### config.mk
export PLATFORM = sky130hd
export DESIGN_NAME = port_zero_gpio
export DESIGN_NICKNAME = d
export VERILOG_FILES = /design/src/port_zero_pkg.sv /design/src/port_pin_cell.sv /design/src/port_zero_gpio.sv
export SDC_FILE = /design/constraint.sdc
export NUM_CORES = 1
export LEC_CHECK = 0
export BUFFER_PORTS_ARGS = -buffer_cell sky130_fd_sc_hd__clkbuf_2
export CORE_ASPECT_RATIO = 1.75
export CORE_UTILIZATION = 38
export CTS_BUF_LIST = sky130_fd_sc_hd__clkbuf_2 sky130_fd_sc_hd__clkbuf_4 sky130_fd_sc_hd__clkbuf_8
export CTS_CLUSTER_SIZE = 12
export DETAILED_ROUTE_END_ITERATION = 6
export PLACE_DENSITY = 0.69
export SYNTH_ARGS = -nofsm -noshare
export SYNTH_HDL_FRONTEND = slang
export SYNTH_SLANG_ARGS = --single-unit
export TNS_END_PERCENT = 100
### constraint.sdc
create_clock -name mclk -period 1.9 [get_ports mclk]
set_clock_uncertainty 0.1 [all_clocks]
set_input_delay 0.38 -clock mclk [delete_from_list [all_inputs] [get_ports mclk]]
set_output_delay 0.38 -clock mclk [all_outputs]
set_load 0.02 [all_outputs]
### src/port_zero_pkg.sv
// port zero gpio: register map, reset values and widths
`default_nettype none
package port_zero_pkg;
    // ------------------------------------------------------------------
    // widths
    // ------------------------------------------------------------------
    localparam int PIN_COUNT = 8;
    localparam int ADR_WIDTH = 5;
    localparam int DAT_WIDTH = 32;
    localparam int SEL_WIDTH = 4;

    // ------------------------------------------------------------------
    // register byte offsets on the wishbone bus
    // ------------------------------------------------------------------
    localparam logic [ADR_WIDTH-1:0] OFS_OUTPUT_LATCH = 5'h00;
    localparam logic [ADR_WIDTH-1:0] OFS_DIRECTION = 5'h04;
    localparam logic [ADR_WIDTH-1:0] OFS_PULLUP_ENABLE = 5'h08;
    localparam logic [ADR_WIDTH-1:0] OFS_ANALOG_DISABLE = 5'h0C;
    localparam logic [ADR_WIDTH-1:0] OFS_STANDBY_CONTROL = 5'h10;

    // ------------------------------------------------------------------
    // field positions and reset values
    // ------------------------------------------------------------------
    localparam int STANDBY_FLOAT_POS = 0;
    localparam logic [7:0] RESET_OUTPUT_LATCH = 8'h00;
    localparam logic [7:0] RESET_DIRECTION = 8'h00;
    localparam logic [7:0] RESET_PULLUP_ENABLE = 8'h00;
    localparam logic [7:0] RESET_ANALOG_DISABLE = 8'h00;
    localparam logic RESET_STANDBY_FLOAT = 1'b0;
    // value returned for an address that holds no register
    localparam logic [7:0] UNMAPPED_READ_VALUE = 8'h00;

    // ------------------------------------------------------------------
    // shared-function pin positions
    // ------------------------------------------------------------------
    localparam int PIN_CMP_POS = 0;
    localparam int PIN_CMP_NEG = 1;
    localparam int PIN_SER_CLK = 2;
    localparam int PIN_SER_DOUT = 3;
    localparam int PIN_SER_DIN = 4;
    localparam int PIN_TMR_A = 5;
    localparam int PIN_TMR_B = 6;

    // number of flip-flops in the pin input synchroniser
    localparam int SYNC_STAGES = 2;
endpackage
`default_nettype wire

### src/port_pin_cell.sv
// port zero gpio: combinational pad steering for one pin
`default_nettype none
module port_pin_cell
    import port_zero_pkg::*;
(
    // pin configuration
    input wire logic latch,
    input wire logic dir,
    input wire logic pull,
    input wire logic aid,
    // shared peripheral output
    input wire logic periph_oe,
    input wire logic periph_out,
    // synchronised pad level and standby state
    input wire logic pin_level,
    input wire logic float_force,
    input wire logic irq_enable,
    // pad drive
    output logic pin_out,
    output logic pin_oe,
    output logic pullup_on,
    // internal views of the pin
    output logic read_value,
    output logic digital_in,
    output logic irq_in
);
    logic port_drive;

    // ------------------------------------------------------------------
    // output path
    // ------------------------------------------------------------------
    // direction drives latch
    // standby float forces high-z
    assign port_drive = dir & ~periph_oe & ~float_force;
    assign pin_oe = (dir | periph_oe) & ~float_force;
    // peripheral output takes over
    assign pin_out = pin_oe & (periph_oe ? periph_out : latch);

    // pull-up only off-low
    // a low driver would fight the resistor and waste current
    assign pullup_on = pull & ~(pin_oe & ~pin_out);

    // ------------------------------------------------------------------
    // input path
    // ------------------------------------------------------------------
    // analog disable gates input
    // floated input held low
    assign digital_in = aid & ~float_force & pin_level;
    // enabled interrupt keeps input
    assign irq_in = (float_force & ~irq_enable) ? 1'b0 : pin_level;

    // latch or live level
    assign read_value = port_drive ? latch : digital_in;
endmodule // port_pin_cell
`default_nettype wire

### src/port_zero_gpio.sv
// port zero gpio: wishbone register file, pin synchroniser and function mux
// Contract
// never write unmapped; unmapped reads are undefined
// rmw read returns latch, not pins
// direction, pull-up, analog-disable read back written
// all four port registers reset to zero
// port is pins plus four control registers
// pin n feeds interrupt n, channel n
// pin 0/1 are comparator plus/minus
// pins 2-4 serial clock/out/in, timer clock
// pins 5/6 carry timer outputs when enabled
// direction one drives latch, zero inputs
// plain read: pin level unless port output
// analog-disable zero blocks digital input
// standby float: high-z, input low, irq kept
// bit n controls pin n, eight bits
// pull-up disconnected while driving low
//
// Our own choices: the placing of the registers and the Wishbone slave port.
`default_nettype none
module port_zero_gpio
    import port_zero_pkg::*;
(
    // clock and reset
    input wire logic mclk,
    input wire logic resetn,
    // wishbone classic slave
    input wire logic cyc_i,
    input wire logic stb_i,
    input wire logic we_i,
    input wire logic lock_i,
    input wire logic [ADR_WIDTH-1:0] adr_i,
    input wire logic [SEL_WIDTH-1:0] sel_i,
    input wire logic [DAT_WIDTH-1:0] dat_i,
    output logic [DAT_WIDTH-1:0] dat_o,
    output logic ack_o,
    // pads
    input wire logic [PIN_COUNT-1:0] pin_in,
    output logic [PIN_COUNT-1:0] pin_out,
    output logic [PIN_COUNT-1:0] pin_oe,
    output logic [PIN_COUNT-1:0] pullup_on,
    // standby and external interrupt circuit
    input wire logic stop_or_watch_mode,
    input wire logic [PIN_COUNT-1:0] ext_irq_enable,
    output logic [PIN_COUNT-1:0] ext_irq_input_n,
    // a/d converter and comparator
    output logic [PIN_COUNT-1:0] adc_channel_input_n,
    output logic comparator_positive_in,
    output logic comparator_negative_in,
    // serial controller
    input wire logic serial_clock_oe,
    input wire logic serial_clock_out,
    output logic serial_clock_in,
    input wire logic serial_data_oe,
    input wire logic serial_data_out,
    output logic serial_data_in,
    // composite timer channel 0
    input wire logic timer_output_enable,
    input wire logic timer_output_a,
    input wire logic timer_output_b,
    output logic timer_external_clock_in
);
    // ------------------------------------------------------------------
    // state
    // ------------------------------------------------------------------
    // four control registers beside the pins
    typedef struct packed {
        logic [PIN_COUNT-1:0] latch;
        logic [PIN_COUNT-1:0] dir;
        logic [PIN_COUNT-1:0] pull;
        logic [PIN_COUNT-1:0] aid;
        logic float_en;
        logic ack;
        logic [7:0] rdata;
        logic [PIN_COUNT-1:0] sync_a;
        logic [PIN_COUNT-1:0] sync_b;
        logic first;
    } port_state_s;

    port_state_s state_reg;
    port_state_s state_next;

    logic bus_req;
    logic float_active;
    logic [PIN_COUNT-1:0] periph_oe;
    logic [PIN_COUNT-1:0] periph_out;
    logic [PIN_COUNT-1:0] read_value;
    logic [PIN_COUNT-1:0] digital_in;

    assign bus_req = cyc_i & stb_i;

    // float only in stop or watch
    assign float_active = stop_or_watch_mode & state_reg.float_en;

    // ------------------------------------------------------------------
    // peripheral output map
    // ------------------------------------------------------------------
    // serial clock and data out
    // timer outputs on 5 and 6
    always_comb begin
        periph_oe = '0;
        periph_out = '0;
        periph_oe[PIN_SER_CLK] = serial_clock_oe;
        periph_out[PIN_SER_CLK] = serial_clock_out;
        periph_oe[PIN_SER_DOUT] = serial_data_oe;
        periph_out[PIN_SER_DOUT] = serial_data_out;
        periph_oe[PIN_TMR_A] = timer_output_enable;
        periph_out[PIN_TMR_A] = timer_output_a;
        periph_oe[PIN_TMR_B] = timer_output_enable;
        periph_out[PIN_TMR_B] = timer_output_b;
    end

    // ------------------------------------------------------------------
    // per-pin pad cells
    // ------------------------------------------------------------------
    // bit n steers pin n
    for (genvar i = 0; i < PIN_COUNT; i++) begin : g_pin
        port_pin_cell u_cell (
            .latch(state_reg.latch[i]),
            .dir(state_reg.dir[i]),
            .pull(state_reg.pull[i]),
            .aid(state_reg.aid[i]),
            .periph_oe(periph_oe[i]),
            .periph_out(periph_out[i]),
            .pin_level(state_reg.sync_b[i]),
            .float_force(float_active),
            .irq_enable(ext_irq_enable[i]),
            .pin_out(pin_out[i]),
            .pin_oe(pin_oe[i]),
            .pullup_on(pullup_on[i]),
            .read_value(read_value[i]),
            .digital_in(digital_in[i]),
            .irq_in(ext_irq_input_n[i])
        );
    end

    // ------------------------------------------------------------------
    // shared input functions
    // ------------------------------------------------------------------
    // channel n is pin n
    // analog channel is selected while digital input is disabled and the direction bit is zero
    assign adc_channel_input_n = ~state_reg.aid & ~state_reg.dir;
    // comparator inputs on pins 0 and 1
    // the comparator is analog; here it sees the digital level only
    assign comparator_positive_in = state_reg.sync_b[PIN_CMP_POS];
    assign comparator_negative_in = state_reg.sync_b[PIN_CMP_NEG];
    // serial and timer clock inputs
    assign serial_clock_in = digital_in[PIN_SER_CLK];
    assign serial_data_in = digital_in[PIN_SER_DIN];
    assign timer_external_clock_in = digital_in[PIN_SER_DIN];

    // ------------------------------------------------------------------
    // next-state logic: bus slave and synchroniser
    // ------------------------------------------------------------------
    // one wait state: ack rises the cycle after the request; the write lands
    // on the edge that the master samples ack, so both see the same edge
    always_comb begin
        state_next = state_reg;
        state_next.first = 1'b0;
        // second stage reads only the first, nothing else taps sync_a
        state_next.sync_a = pin_in;
        state_next.sync_b = state_reg.sync_a;
        state_next.ack = bus_req & ~state_reg.ack;
        if (bus_req && !state_reg.ack && !we_i) begin
            case (adr_i)
                // locked read returns latch
                // plain read returns pin view
                OFS_OUTPUT_LATCH: begin
                    state_next.rdata = lock_i ? state_reg.latch : read_value;
                end
                // plain storage readback
                OFS_DIRECTION: begin
                    state_next.rdata = state_reg.dir;
                end
                OFS_PULLUP_ENABLE: begin
                    state_next.rdata = state_reg.pull;
                end
                OFS_ANALOG_DISABLE: begin
                    state_next.rdata = state_reg.aid;
                end
                OFS_STANDBY_CONTROL: begin
                    state_next.rdata = 8'h00;
                    state_next.rdata[STANDBY_FLOAT_POS] = state_reg.float_en;
                end
                // unmapped read, no fixed meaning
                default: begin
                    state_next.rdata = UNMAPPED_READ_VALUE;
                end
            endcase
        end
        if (bus_req && state_reg.ack && we_i && sel_i[0]) begin
            case (adr_i)
                // latch takes writes always
                OFS_OUTPUT_LATCH: begin
                    state_next.latch = dat_i[7:0];
                end
                OFS_DIRECTION: begin
                    state_next.dir = dat_i[7:0];
                end
                OFS_PULLUP_ENABLE: begin
                    state_next.pull = dat_i[7:0];
                end
                OFS_ANALOG_DISABLE: begin
                    state_next.aid = dat_i[7:0];
                end
                OFS_STANDBY_CONTROL: begin
                    state_next.float_en = dat_i[STANDBY_FLOAT_POS];
                end
                // unmapped write is dropped
                default: begin
                    state_next.float_en = state_reg.float_en;
                end
            endcase
        end
    end

    // ------------------------------------------------------------------
    // state register
    // ------------------------------------------------------------------
    // port registers clear on reset
    always_ff @(posedge mclk or negedge resetn) begin
        if (!resetn) begin
            state_reg.latch <= RESET_OUTPUT_LATCH;
            state_reg.dir <= RESET_DIRECTION;
            state_reg.pull <= RESET_PULLUP_ENABLE;
            state_reg.aid <= RESET_ANALOG_DISABLE;
            state_reg.float_en <= RESET_STANDBY_FLOAT;
            state_reg.ack <= 1'b0;
            state_reg.rdata <= 8'h00;
            state_reg.sync_a <= '0;
            state_reg.sync_b <= '0;
            state_reg.first <= 1'b1;
        end else begin
            state_reg <= state_next;
        end
    end

    // bus outputs straight from flip-flops; upper lanes read zero
    assign dat_o = {24'h00_0000, state_reg.rdata};
    assign ack_o = state_reg.ack;
endmodule // port_zero_gpio
`default_nettype wire

==> qor.txt <==
Synth Area in Compound Gates: 14.4%
Starting Density: 39.4%
vias per cell: 4.84
Antenna Cells: 0
cts bufs inserted: 9
Critical path origin: state_reg[26]
initial antenna violation count: 0
commonest cells in the netlist: buf_4 (66), dfrtp_1 (58), mux2_2 (40)
Pwr per Cell Area: 670 mW/mm^2
Area growth syn-to-layout: 21.8%
design area: 0.00402 mm^2
reg2reg path depth: 6
Crit. End Element: output port
CP Data Required Time: 1.42 ns
reg-to-reg slack, setup: 0.16 ns
TNS Setup: -0.883 ns
Final min period: 2.01 ns
Clk pin slew, worst setup/hold paths: 0.06 ns
Cell Area, Placed: 0.00365 mm^2
first-pass GRT wire length: 12.2 mm
Syn Inst Count: 308
Power Total: 2.69 mW
DR pass1 iterations: 4
Total GRT Usage: 18.3%
Boundary Pins: 149
worst reg2reg path startpoint: state_reg[26]
DRT Wirelength: 7.83 mm
DRT antenna net count: 0
critical path class: flip-flop to output port
ys flop type: dfrtp_1
failing checks: negative setup slack
Placement Rows: 44
Mapped Avg Cell Area: 10.7 um^2
Setup WS post-layout: -0.109 ns
Layout Cells excl Fill: 511
final hold violations: 0
Post-synth EDFFs: 0
grt ovf: 0
sequential-to-total area share from yosys stat: 44.0%
Avg WL per Cell: 15.3 um
top cell type's share of synthesized area: 44.0%
warnings from Yosys: 0
Setup-failing EPs final: 21
full die area: 0.00907 mm^2
CTS Root Cell: clkbuf_8
met1 wire length: 2.86 mm
Yosys reg bits: 58
Largest register FFs: 39
DR top layer: met4
Min Hold Slack: 0.0486 ns
Port Buffers: 97
status: finished with violations
Met3 Routed Length: 475 um
post-synthesis async set-or-reset flop share: 100%
Core Util, Final: 48.0%
CTS sink cnt: 58
peak supply drop: 0.466 mV
Critical Path Sink: pin_out[2]
First DRT Iteration DRCs: 110
die height: 125 um
Inst Count DP: 487
CP max FO: 9
share of layout cells above drive strength 1: 49.0%
Netlist cell types: 38
Die Span X: 72.4 um
area share of xor/xnor cells in the synthesized design: 0%
vias in the first global route: 2,475
mux contribution to synthesized area: 15.2%
synthesized-area fraction occupied by adder cells: 0%
ranking of synthesized cells by area: dfrtp_1 (44%), buf_4 (15%), mux2_2 (14%), o21a_1 (3.0%), a21boi_0 (2.7%)
Max Slew Vio Count: 0
CORE AREA: 0.00837 mm^2
worst rel slew slack: 51.5%
CTS tree: done
post-synth top area cell: dfrtp_1
largest family of logic cells by synthesized area: buffers and inverters
Hold Crit Class: input port to flip-flop
nature of the critical path startpoint: flip-flop
Synth Cell Area: 0.00330 mm^2
Layout fillers: 791
CTS Buffer Depth: 2
fin crit share: 106%
H-tree depth: 3
NumNets Final: 462
RR Endpoint: dat_o[2]
post-place setup slack: -0.124 ns
leakage: 2.05 nW
max_cap viols: 0
post-synthesis simple-gate area fraction: 8.91%
Peak Freq: 498 MHz
CP arrival: 1.53 ns
drt drc: 0
Vias: 2,473
DR WL met2: 4.28 mm
dpl hpwl: 5.91 mm
most common cell in the netlist: buf_4
largest net degree at the start of global routing: 59
Worst Tran Pin Value: 0.726 ns
Worst-Skew Late Latency: 0.33 ns
RSZ-0062 raised after global routing: yes
RePlAce Congestion: 0.822
## worst min path at each step
stage	start	to	slack [ns]	depth (start not counted)
floorplan	resetn	ack_o	-0.02	0
global placement	state_next[7]	state_reg[7]	0.23	0
detailed placement	state_next[4]	state_reg[4]	0.23	0
CTS	pin_in[6]	state_next[7]	0.03	1
global route	pin_in[6]	state_next[7]	0.03	1
finish	pin_in[4]	state_next[5]	0.05	1
## kinds of logic after synthesis
logic type             count (synthesis)
AOI/OAI and AO/OA                     64
other                                  1
buffers and inverters                 86
muxes                                 45
and+or+nand+nor                       54
DFF                                   58
## power by group
| group | internal, mW | switching (mW) |
|---|---|---|
| Combinational | 0.133 | 0.211 |
| Clock | 0.605 | 0.451 |
| Sequential | 1.27 | 0.0230 |
## worst max-delay path, stage by stage, from the launching register on
cell     delay [ns]
dfrtp_2        0.48
nand2_4        0.10
buf_12         0.13
o21a_1         0.16
nor2b_1        0.16
buf_4          0.16
## cell type report
cell class | count | area [um^2] | area share [%]
Tap cell | 115 | 144 | 3.58
Clock inverter | 2 | 10.0 | 0.249
Clock buffer | 14 | 180 | 4.48
Sequential cell | 58 | 1450 | 36.1
Multi-Input combinational cell | 187 | 1410 | 35.0
Timing Repair Buffer | 125 | 790 | 19.6
Inverter | 10 | 37.5 | 0.934
## per-layer routing
layer | GRT usage, % | vias to the layer above
met3 | 4.35 | 17
met1 | 19.2 | 1186
met4 | 10.6 | 0
met5 | 0 | -
li1 | - | 1164
met2 | 32.2 | 106
## timing repair
action | in CTS | in global routing
resized for setup | 21 | 31
pin swaps | 1 | 1
buffers inserted | 6 | 1
hold buffers | 1 | 0
hold endpoints to repair | 58 | 0
setup endpoints to repair | 31 | 29
## placed cells by master (no fill, tap or decap), drive strengths merged, types with 3 or more instances in the layout
| master | instances |
|---|---|
| nor2b | 7 |
| mux2 | 40 |
| a21boi | 12 |
| and2 | 4 |
| a221o | 7 |
| nor2 | 19 |
| clkbuf | 97 |
| mux2i | 5 |
| a22oi | 7 |
| buf | 41 |
| nand2 | 11 |
| conb | 24 |
| o21a | 13 |
| dfrtp | 58 |
| a21oi | 4 |
| inv | 10 |
| o31ai | 3 |
| nor3 | 3 |
| o21ai | 7 |
(Power assumes the default switching activity.)
